`config.mk`:
```
export PLATFORM = sky130hd
export DESIGN_NAME = fan_pwm_freq_and_duty_map
export DESIGN_NICKNAME = d
export VERILOG_FILES = /design/src/fan_pwm_pkg.sv /design/src/duty_map.sv /design/src/pwm_counter.sv /design/src/fan_pwm_freq_and_duty_map.sv
export SDC_FILE = /design/constraint.sdc
export NUM_CORES = 1
export LEC_CHECK = 0
export BUFFER_PORTS_ARGS = -buffer_cell sky130_fd_sc_hd__buf_4
export CAP_MARGIN = 20
export CORE_MARGIN = 2
export CORE_UTILIZATION = 56
export CTS_BUF_LIST = sky130_fd_sc_hd__clkbuf_8 sky130_fd_sc_hd__clkbuf_16
export DETAILED_ROUTE_END_ITERATION = 8
export PLACE_DENSITY_LB_ADDON = 0.08
export SETUP_SLACK_MARGIN = 0.05
export SLEW_MARGIN = 20
export SYNTH_ARGS = -nofsm -noshare
export SYNTH_HDL_FRONTEND = slang
export SYNTH_HIERARCHICAL = 1
export SYNTH_SLANG_ARGS = --single-unit
```
`constraint.sdc`:
```
create_clock -name pclk -period 120.8 [get_ports pclk]
set_input_delay 12.08 -clock pclk [delete_from_list [all_inputs] [get_ports pclk]]
set_output_delay 12.08 -clock pclk [all_outputs]
set_load 0.03 [all_outputs]
```
`src/fan_pwm_pkg.sv`:
```
// Register map, field layout and timing constants for the second fan PWM channel.
package fan_pwm_pkg;
    // Register indices as printed; byte address is four times the index.
    localparam logic [7:0] CTRL_IDX = 8'h00_CF;
    localparam logic [7:0] BASE1_IDX = 8'h00_D0;
    localparam logic [7:0] BASE2_IDX = 8'h00_D1;
    localparam logic [7:0] BASE3_IDX = 8'h00_D2;
    localparam logic [7:0] BASE4_IDX = 8'h00_D3;
    localparam logic [7:0] STEP_REQ_IDX = 8'h00_C0;
    localparam logic [7:0] STATUS_IDX = 8'h00_C1;
    localparam int ADDR_W = 12;
    localparam int TABLES = 4;
    localparam logic [7:0] CTRL_RESET = 8'h00_00;
    localparam logic [7:0] BASE_RESET = 8'h00_00;
    localparam logic [7:0] CTRL_WMASK = 8'h00_0F;
    localparam int FREQ_LSB = 0;
    localparam int FREQ_MSB = 2;
    localparam int MAP_BIT = 3;
    localparam logic [2:0] FREQ_HIGH = 3'h0;
    localparam int CLK_HZ = 20_000_000;
    // Duty resolution: one PWM period is DUTY_FULL counts of the duty counter.
    localparam logic [9:0] DUTY_FULL = 10'h0_380;
    localparam logic [3:0] STEP_MAX = 4'hD;
    localparam logic [3:0] STEP_OFF = 4'h0;
    localparam logic [3:0] STEP_FIRST = 4'h1;
    // Both maps start at a quarter of full scale.
    localparam logic [9:0] DUTY_BASE = 10'h0_0E0;
    // Fine map adds one sixteenth of full scale per step.
    localparam logic [9:0] FINE_INC = 10'h0_038;
    // Coarse map adds one twenty-eighth of full scale per step up to its last linear step.
    localparam logic [9:0] COARSE_INC = 10'h0_020;
    localparam logic [3:0] COARSE_LAST = 4'hA;
    localparam logic [3:0] STEP_ELEVEN = 4'hB;
    localparam logic [9:0] DUTY_STEP11 = 10'h0_280;
    localparam logic [9:0] DUTY_STEP12 = 10'h0_300;
    // Output frequency per select code, in Hz.
    localparam int FREQ_HZ [8] = '{22500, 96, 84, 72, 60, 48, 36, 12};
    localparam int PRESCALE_BITS = 8;
endpackage

```
`src/duty_map.sv`:
```
`timescale 1ns/1ps
// Step-to-duty lookup for the two duty-cycle maps.
module duty_map (
    // Selection
    input wire logic [3:0] step,
    input wire logic use_fine_map,
    // Result in counts out of the full scale
    output logic [9:0] duty
);
    import fan_pwm_pkg::*;

    // Fine map: 25% + 6.25% per step (896 counts: 224 + 56 per step).
    // Coarse map: 25% + 1/28 per step to step 10, then 5/7, 6/7, 1 (32 per 28th).
    always_comb begin
        duty = 10'h0_000;
        if (step == STEP_OFF) begin
            duty = 10'h0_000;
        end else if (step >= STEP_MAX) begin
            duty = DUTY_FULL;
        end else if (use_fine_map) begin
            duty = 10'(DUTY_BASE + FINE_INC * 10'(step - STEP_FIRST));
        end else if (step <= COARSE_LAST) begin
            duty = 10'(DUTY_BASE + COARSE_INC * 10'(step - STEP_FIRST));
        end else if (step == STEP_ELEVEN) begin
            duty = DUTY_STEP11;
        end else begin
            duty = DUTY_STEP12;
        end
    end
endmodule

```
`src/pwm_counter.sv`:
```
`timescale 1ns/1ps
// Free-running PWM period counter with a per-frequency prescaler.
module pwm_counter (
    // Clock and reset
    input wire logic pclk,
    input wire logic presetn,
    // Frequency select
    input wire logic [2:0] freq_sel,
    // Position in the current period
    output logic [9:0] phase
);
    import fan_pwm_pkg::*;

    logic [15:0] pre_reg;
    logic [15:0] pre_limit;

    // Each phase count lasts CLK_HZ / (FREQ * DUTY_FULL) clocks, at least one.
    always_comb begin
        pre_limit = 16'(CLK_HZ / (FREQ_HZ[freq_sel] * int'(DUTY_FULL)));
        if (pre_limit == 16'h0000) begin
            pre_limit = 16'h0001;
        end
    end

    always_ff @(posedge pclk or negedge presetn) begin
        if (!presetn) begin
            pre_reg <= 16'h0000;
            phase <= 10'h0_000;
        end else if (pre_reg + 16'h0001 >= pre_limit) begin
            pre_reg <= 16'h0000;
            phase <= (phase + 10'h0_001 >= DUTY_FULL) ? 10'h0_000 : phase + 10'h0_001;
        end else begin
            pre_reg <= pre_reg + 16'h0001;
        end
    end
endmodule

```
`src/fan_pwm_freq_and_duty_map.sv`:
```
`timescale 1ns/1ps
// APB register block and PWM output for the second fan channel.

module fan_pwm_freq_and_duty_map (
    // APB
    input wire logic pclk,
    input wire logic presetn,
    input wire logic psel,
    input wire logic penable,
    input wire logic pwrite,
    input wire logic [fan_pwm_pkg::ADDR_W-1:0] paddr,
    input wire logic [31:0] pwdata,
    input wire logic [3:0] pstrb,
    output logic [31:0] prdata,
    output logic pready,
    output logic pslverr,
    // Fan stage
    output logic second_fan_pwm_output,
    // Base temperatures to the comparison logic
    output logic [7:0] table1_base_temperature,
    output logic [7:0] table2_base_temperature,
    output logic [7:0] table3_base_temperature,
    output logic [7:0] table4_base_temperature,
    // Coarse/fine map choice shared with other stepped sources
    output logic fine_map_active
);
    import fan_pwm_pkg::*;

    logic [7:0] ctrl_reg;
    logic [7:0] base_reg [TABLES];
    logic [3:0] step_reg;
    logic [9:0] duty;
    logic [9:0] phase;
    logic [9:0] phase_prev_reg;
    logic [9:0] duty_latched_reg;
    logic access;
    logic [9:0] idx;
    logic mapped;
    logic [31:0] rdata_next;

    assign access = psel && penable;
    assign idx = paddr[ADDR_W-1:2];

    always_comb begin
        mapped = 1'b1;
        rdata_next = 32'h0000_0000;
        case (idx[7:0])
            CTRL_IDX: rdata_next = {24'h00_0000, ctrl_reg & CTRL_WMASK};
            BASE1_IDX: rdata_next = {24'h00_0000, base_reg[0]};
            BASE2_IDX: rdata_next = {24'h00_0000, base_reg[1]};
            BASE3_IDX: rdata_next = {24'h00_0000, base_reg[2]};
            BASE4_IDX: rdata_next = {24'h00_0000, base_reg[3]};
            STEP_REQ_IDX: rdata_next = {28'h000_0000, step_reg};
            STATUS_IDX: rdata_next = {21'h00_0000, fine_map_active, duty_latched_reg};
            default: mapped = 1'b0;
        endcase
        if (idx[9:8] != 2'b00) begin
            mapped = 1'b0;
            rdata_next = 32'h0000_0000;
        end
    end

    // Zero-wait slave: pready is high throughout every access phase.
    always_ff @(posedge pclk or negedge presetn) begin
        if (!presetn) begin
            pready <= 1'b0;
            pslverr <= 1'b0;
            prdata <= 32'h0000_0000;
        end else begin
            pready <= psel && !penable;
            pslverr <= psel && !penable && !mapped;
            prdata <= (psel && !penable && !pwrite) ? rdata_next : 32'h0000_0000;
        end
    end

    always_ff @(posedge pclk or negedge presetn) begin
        if (!presetn) begin
            ctrl_reg <= CTRL_RESET;
        end else if (access && pwrite && pstrb[0] && idx == {2'b00, CTRL_IDX}) begin
            ctrl_reg <= pwdata[7:0] & CTRL_WMASK;
        end
    end

    always_ff @(posedge pclk or negedge presetn) begin
        if (!presetn) begin
            step_reg <= STEP_OFF;
        end else if (access && pwrite && pstrb[0] && idx == {2'b00, STEP_REQ_IDX}) begin
            step_reg <= (pwdata[3:0] > STEP_MAX) ? STEP_MAX : pwdata[3:0];
        end
    end

    genvar g;
    generate
        for (g = 0; g < TABLES; g++) begin : g_base
            always_ff @(posedge pclk or negedge presetn) begin
                if (!presetn) begin
                    base_reg[g] <= BASE_RESET;
                end else if (access && pwrite && pstrb[0]
                             && idx == {2'b00, BASE1_IDX + 8'(g)}) begin
                    base_reg[g] <= pwdata[7:0];
                end
            end
        end
    endgenerate

    always_ff @(posedge pclk or negedge presetn) begin
        if (!presetn) begin
            table1_base_temperature <= BASE_RESET;
            table2_base_temperature <= BASE_RESET;
            table3_base_temperature <= BASE_RESET;
            table4_base_temperature <= BASE_RESET;
        end else begin
            table1_base_temperature <= base_reg[0];
            table2_base_temperature <= base_reg[1];
            table3_base_temperature <= base_reg[2];
            table4_base_temperature <= base_reg[3];
        end
    end

    // selector honoured only at high frequency
    always_ff @(posedge pclk or negedge presetn) begin
        if (!presetn) begin
            fine_map_active <= 1'b0;
        end else begin
            fine_map_active <= (ctrl_reg[FREQ_MSB:FREQ_LSB] == FREQ_HIGH) && !ctrl_reg[MAP_BIT];
        end
    end

    // one map for all stepped sources
    duty_map u_map (
        .step(step_reg),
        .use_fine_map(fine_map_active),
        .duty(duty)
    );

    pwm_counter u_cnt (
        .pclk(pclk),
        .presetn(presetn),
        .freq_sel(ctrl_reg[FREQ_MSB:FREQ_LSB]),
        .phase(phase)
    );

    // New duty is latched at a period boundary, but the first clock of each period still uses the old duty, so a drop to zero gives a one-clock pulse.
    always_ff @(posedge pclk or negedge presetn) begin
        if (!presetn) begin
            phase_prev_reg <= 10'h0_000;
            duty_latched_reg <= 10'h0_000;
        end else begin
            phase_prev_reg <= phase;
            if (phase == 10'h0_000 && phase_prev_reg != 10'h0_000) begin
                duty_latched_reg <= duty;
            end
        end
    end

    always_ff @(posedge pclk or negedge presetn) begin
        if (!presetn) begin
            second_fan_pwm_output <= 1'b0;
        end else begin
            second_fan_pwm_output <= (phase < duty_latched_reg);
        end
    end
endmodule

```
== Yosys cells after proc, flatten, opt, wreduce, memory -nomap -nowiden ==
Memory sizes are Yosys's and may differ from the RTL's.
Cells that the tools add are included.

* Memories: 1
* Input port bits: 53
* Bits in registers: 154
* Bits in read-only memories: 256

{| class="wikitable"
|+ Memory list
! name !! words !! bits a word !! read ports !! clocked after memory_dff !! write ports !! RTL line !! text
|-
| (name not given) || 8 || 32 || 1 || 0 || 0 || pwm_counter.sv:19 || <nowiki>pre_limit = 16'(CLK_HZ / (FREQ_HZ[freq_sel] * int'(DUTY_FULL)));</nowiki>
|}

* Reduce and logical (&&, ||, !) cells: 25
* Muxes and demuxes: 16
* Bitwise operators: 1
* Add/sub/neg operators: 5
* Order comparisons: 7
* Div/mod/pow operators: 1
* Equal/unequal tests: 14
* Multipliers: 2

{| class="wikitable"
|+ Operators by type and width
! operator !! count
|-
| 32-bit 2-to-1 mux || 4
|-
| 11-bit one-hot mux with 7 select lines || 1
|-
| 10-bit by 8-bit == test with 1-bit output (second input constant) || 6
|-
| 8-bit == test (second input constant) || 7
|-
| 10-bit 2-to-1 mux || 5
|-
| 26-bit by 32-bit divider with 32-bit output (first input constant) || 1
|-
| 32-bit by 4-bit multiplier with 25-bit output (second input constant) || 1
|-
| 16-bit 2-to-1 mux || 2
|-
| 8-bit by 10-bit adder with 10-bit output (first input constant) || 2
|-
| 16-bit by 1-bit adder with 16-bit output (second input constant) || 1
|-
| 16-bit greater-or-equal comparator || 1
|-
| 16-bit zero test || 1
|-
| 1-bit logical AND || 14
|-
| 10-bit by 1-bit adder with 10-bit output (second input constant) || 1
|-
| 10-bit greater-or-equal comparator (second input constant) || 1
|-
| 10-bit zero test || 1
|-
| 10-bit < comparator || 1
|-
| 3-bit by 10-bit multiplier with 7-bit output (first input constant) || 1
|-
| 10-bit nonzero test || 1
|-
| 9-bit 2-to-1 mux || 1
|-
| 4-bit greater-or-equal comparator (second input constant) || 2
|-
| 7-bit OR reduction || 1
|-
| 4-bit by 1-bit subtractor with 5-bit output (second input constant) || 1
|-
| 4-bit == test (second input constant) || 1
|-
| other kinds (9) || 13
|}

== Depth between registers and ports, before layout ==
* Depth after elaboration: 10
* Mapped depth: 265
* Depth with buffers taken out: 249

== Cells and area by module ==
Netlist, hierarchy kept.

{| class="wikitable"
|+ By module, submodules not included
! module !! area an instance (um^2) !! times used !! cells an instance !! seq. area each (um^2)
|-
| pwm_counter || 15,532.4 || 1 || 2,255 || 650.6
|-
| fan_pwm_freq_and_duty_map || 4,385.5 || 1 || 318 || 2,677.6
|-
| duty_map || 759.5 || 1 || 94 || 0.0
|}

== Worst setup path before layout ==
Ideal clock, no wire load.

* Path kind: flip-flop to flip-flop
* From: reg ctrl_reg[0]
* To: reg u_cnt.phase[9]
* Library setup time: 0.121 ns
* Arrival: 47.935 ns
* Clock period less this slack: 48.056 ns
* Cell stages (with the launch flop): 255
* Path buffers: 23
* Slack: 72.744 ns
* Data required time: 120.679 ns
* Cells stage by stage: dfrtp_1 -> inv_1 -> ha_1 -> or3_1 -> buf_2 -> nand2_2 -> clkbuf_1 -> clkbuf_1 -> clkbuf_1 -> clkbuf_1 -> ha_1 -> inv_2 -> ha_1 -> xnor2_1 -> ha_1 -> and4b_1 -> o21ai_0 -> a21oi_1 -> (+219 left out) -> nand2b_1 -> a21oi_1 -> nor2b_1 -> o21ai_0 -> nand2b_1 -> a21oi_1 -> nor2b_1 -> o21ai_0 -> nand2b_1 -> a21oi_1 -> nor2b_1 -> o21ai_0 -> nand2b_1 -> a21o_1 -> and2_1 -> nand3b_1 -> o21ai_0 -> a22o_1

* Cells in the longest elaborated chain, start to end: 9

{| class="wikitable"
|+ RTL lines
! what !! RTL line !! text
|-
| start: declaration || fan_pwm_freq_and_duty_map.sv:29 || <nowiki>logic [7:0] ctrl_reg;</nowiki>
|-
| start signal: assignment || fan_pwm_freq_and_duty_map.sv:80 || <nowiki>ctrl_reg <= pwdata[7:0] & CTRL_WMASK;</nowiki>
|-
| 3-bit NOT with 4-bit output (not written as such) * || pwm_counter.sv:19 ||
|-
| memory read 8 x 32 bit * || -- ||
|-
| 32-bit 2-to-1 mux (not written as such) * (2 in a row) || pwm_counter.sv:19 ||
|-
| 32-bit by 4-bit multiplier with 25-bit output * || pwm_counter.sv:19 ||
|-
| 26-bit by 32-bit divider with 32-bit output * || pwm_counter.sv:19 ||
|-
| 16-bit zero test || pwm_counter.sv:20 || <nowiki>if (pre_limit == 16'h0000) begin</nowiki>
|-
| 16-bit 2-to-1 mux * || pwm_counter.sv:20 ||
|-
| 16-bit greater-or-equal comparator * || pwm_counter.sv:29 || <nowiki>end else if (pre_reg + 16'h0001 >= pre_limit) begin</nowiki>
|-
| end signal: assignment || pwm_counter.sv:31 || <nowiki>phase <= (phase + 10'h0_001 >= DUTY_FULL) ? 10'h0_000 : phase + 10'h0_001;</nowiki>
|-
| end: declaration || pwm_counter.sv:10 || <nowiki>output logic [9:0] phase</nowiki>
|}

Every way passes the cells marked *; elsewhere a longest branch is shown, timed or not. The select of a mux whose other input is x is not followed.
A chain may end at the register's enable or synchronous reset.

== Worst setup path after layout ==
Same ends and word-level chain as after synthesis.

==> flow_summary.json <==
{
  "status": "complete, no violations",
  "slew_viol_final": 0,
  "ys_top_cells_by_area": "dfrtp_1 (16%), ha_1 (14%), a21oi_1 (5.0%)",
  "slew-limit-headroom": 0.3249,
  "synth_flop_cell": "dfrtp_1",
  "slowest_delay_ns": 0.89,
  "htreeDepth": 4,
  "rows": 70,
  "cts_made_buffers": 17,
  "gr-total-overflow": 0,
  "cpMaxStageDelayCell": "dfrtp_1",
  "finalCritPeriodShare": 0.4741,
  "ys_ff_latch": 133,
  "hold_ws_ns": 0.3957,
  "cp_max_fo": 44,
  "clock.fmax_ghz": 0.01746,
  "setup_tns_ns": 0,
  "worst_pin_slew_ns": 1.013,
  "design.core.area_sq_um": 36520,
  "netlist_area_sq_um": 20680,
  "grt_usage": 0.3372,
  "cts_hold_buf": 0,
  "fillers": 3337,
  "hold_viol": 0,
  "yosysSeqAreaShare": 0.1610,
  "grt_pass1_wl_microns": 104800,
  "fp.dieW_microns": 196.2,
  "path_clk_slew_ns": 0.07,
  "cts_setup_buffers": 0,
  "cts_tree": "built",
  "max_cap_viol_count": 0,
  "setup_violations": 0,
  "timing.final.ws_setup_ns": 63.53,
  "dr.pass1.iters": 6,
  "fp.dieH_microns": 196.2,
  "rsz0062_at_grt": "no",
  "synth_largest_area_cell": "dfrtp_1",
  "synth-edff-count": 0,
  "grt_start_max_net_pins": 72,
  "drcViolationCount": 0,
  "drt_iter0_drc": 1585,
  "skew_ns": 0.007646,
  "area_growth_syn_to_layout_pct": 6.632,
  "syn-instance-count": 2667,
  "rrSetupSlack_ns": 63.53,
  "pin_count": 121,
  "nets": 2965,
  "clk_path_buf_depth": 2,
  "rr_startpoint": "ctrl_reg[0]",
  "insertion_delay_ns": 0.43,
  "criticalPathCategory": "register to register",
  "antenna_left": 0,
  "yosys_warnings": 6,
  "endpoint_kind": "register",
  "numPortBuffers": 70,
  "hold_path_class": "register to register",
  "power.density_nw_per_um2": 6.071,
  "crit_top_cell": "ha_1",
  "clkSinkCount": 133,
  "drive_above_1_share": 0.1087,
  "die_area_sq_um": 38480,
  "required_ns": 121.11,
  "antenna_found_initial": 2,
  "syn_area_per_cell_sq_um": 7.753,
  "reg2reg_depth": 236,
  "startpoint": "ctrl_reg[0]",
  "peakVddDrop_mv": 0.01133,
  "netlist.area_leader.share": 0.1610,
  "wirelength_microns": 65800,
  "wl_per_cell_microns": 20.79,
  "yosysMostFrequentCell": "nor2_1",
  "synth_cell_types": 126,
  "leakage_nw": 10.48,
  "routed_via_density": 6.614,
  "r2r_end": "u_cnt/phase[9]",
  "vias": 20932,
  "largest_register_ffs": 32,
  "cp-endpoint": "u_cnt/phase[9]",
  "gp_congestion": 0.9441,
  "initial_utilization": 0.5662,
  "critPathLaunchType": "register",
  "root_buffer": "clkbuf_16",
  "synthArstFlopShare": 1.000,
  "synthTopCellsByCount": "nor2_1 (237), ha_1 (224), nand2_1 (223)",
  "pre_cts_slack_ns": 64.73,
  "grt_pass1_vias": 19808,
  "cp.arrival_ns": 57.58,
  "hpwl_microns": 49530,
  "layout_min_cycle_time_ns": 57.27,
  "post_cts_resized": 0
}
how the worst min path moves through the flow:
| stage | start | endpoint | cells past startpoint |
|---|---|---|---|
| finish | base_reg[2] | table4_base_temperature[2] | 0 |
| global placement | base_reg[9] | table3_base_temperature[1] | 0 |
| CTS | base_reg[10] | table3_base_temperature[2] | 0 |
| floorplan | base_reg[4] | table4_base_temperature[4] | 0 |
| global route | base_reg[2] | table4_base_temperature[2] | 0 |
| detailed placement | base_reg[3] | table4_base_temperature[3] | 0 |
area by class of cell:
type / instances / area (sq um) / share of cell area
antenna: 1 / 2.502 / 0.0001135
clock buffer: 17 / 425.4 / 0.01929
clock inverter: 15 / 160.2 / 0.007264
inverter: 124 / 465.4 / 0.02111
multi-input combinational: 2315 / 16390 / 0.7432
sequential: 133 / 3328 / 0.1509
tap: 468 / 585.6 / 0.02656
timing repair buffer: 92 / 694.4 / 0.03149
power breakdown:
group | switching, W | internal (W) | total (W) | leakage (nW)
sequential | 0.00000531 | 0.0000482 | 0.0000535 | 1.80
combinational | 0.0000175 | 0.0000111 | 0.0000286 | 8.39
clock | 0.0000224 | 0.0000294 | 0.0000517 | 0.289
total | 0.0000452 | 0.0000887 | 0.000134 | 10.5
cell families (layout without fill, tap and decap cells):
logic type	Yosys count	in the layout	synth area share
other	3	26	0.0005446
AND/OR/NAND/NOR	944	944	0.2313
adder cells (fa/ha/maj)	229	229	0.1404
XOR/XNOR	148	148	0.06305
flip-flops	133	133	0.1610
multiplexers	115	115	0.06342
AO/OA/AOI/OAI	854	854	0.2890
buffers and inverters	241	248	0.05137
placed cells by master (no fill, tap or decap), types with 38 or more instances in the layout:
cell type | synthesis | routed
xor2_1 | 49 | 49
nor3_1 | 63 | 63
nand2b_1 | 41 | 41
a21o_1 | 71 | 71
nand3_1 | 96 | 96
a211oi_1 | 38 | 38
dfrtp_1 | 133 | 133
a31oi_1 | 47 | 47
xnor2_1 | 98 | 96
nand2_1 | 223 | 222
and3_1 | 41 | 41
buf_4 | 25 | 91
o21ai_0 | 159 | 159
a21oi_1 | 205 | 205
nor2b_1 | 48 | 48
mux2_2 | 66 | 66
nor2_1 | 237 | 237
inv_1 | 110 | 110
ha_1 | 224 | 224
metal layers:
| metal | vias up | track usage | wire length [microns] |
|---|---|---|---|
| li1 | 9983 | - | - |
| met1 | 10042 | 0.4539 | 29400 |
| met2 | 767 | 0.5521 | 30130 |
| met3 | 140 | 0.05776 | 4426 |
| met4 | 0 | 0.1044 | 1842 |
| met5 | - | 0 | 0 |
critical path: cells and delay by family, from the launching register on:
family                     cells  cell delay, ns
and+or+nand+nor               72           13.28
AOI/OAI and AO/OA            116           27.27
muxes                          5            2.05
DFF                            1            0.89
buffers and inverters         14            3.44
adders and majority gates     25            8.86
xor gates and xnor gates       4            1.17
through the flow:
| stage | utilization | cell area (sq um) | cells | power, W |
|---|---|---|---|---|
| 2_1_floorplan | - | 20760 | 2689 | 0.00007377 |
| 3_3_place_gp | 0.5876 | 21460 | 3132 | 0.00008106 |
| 3_5_place_dp | 0.5876 | 21460 | 3132 | 0.00008256 |
| 4_1_cts | 0.6036 | 22050 | 3164 | 0.0001343 |
| 5_1_grt | 0.6036 | 22050 | 3164 | 0.0001411 |
| 6_report | 0.6037 | 22050 | 3165 | 0.0001338 |
Note: power is estimated with default switching activity, not from simulation.
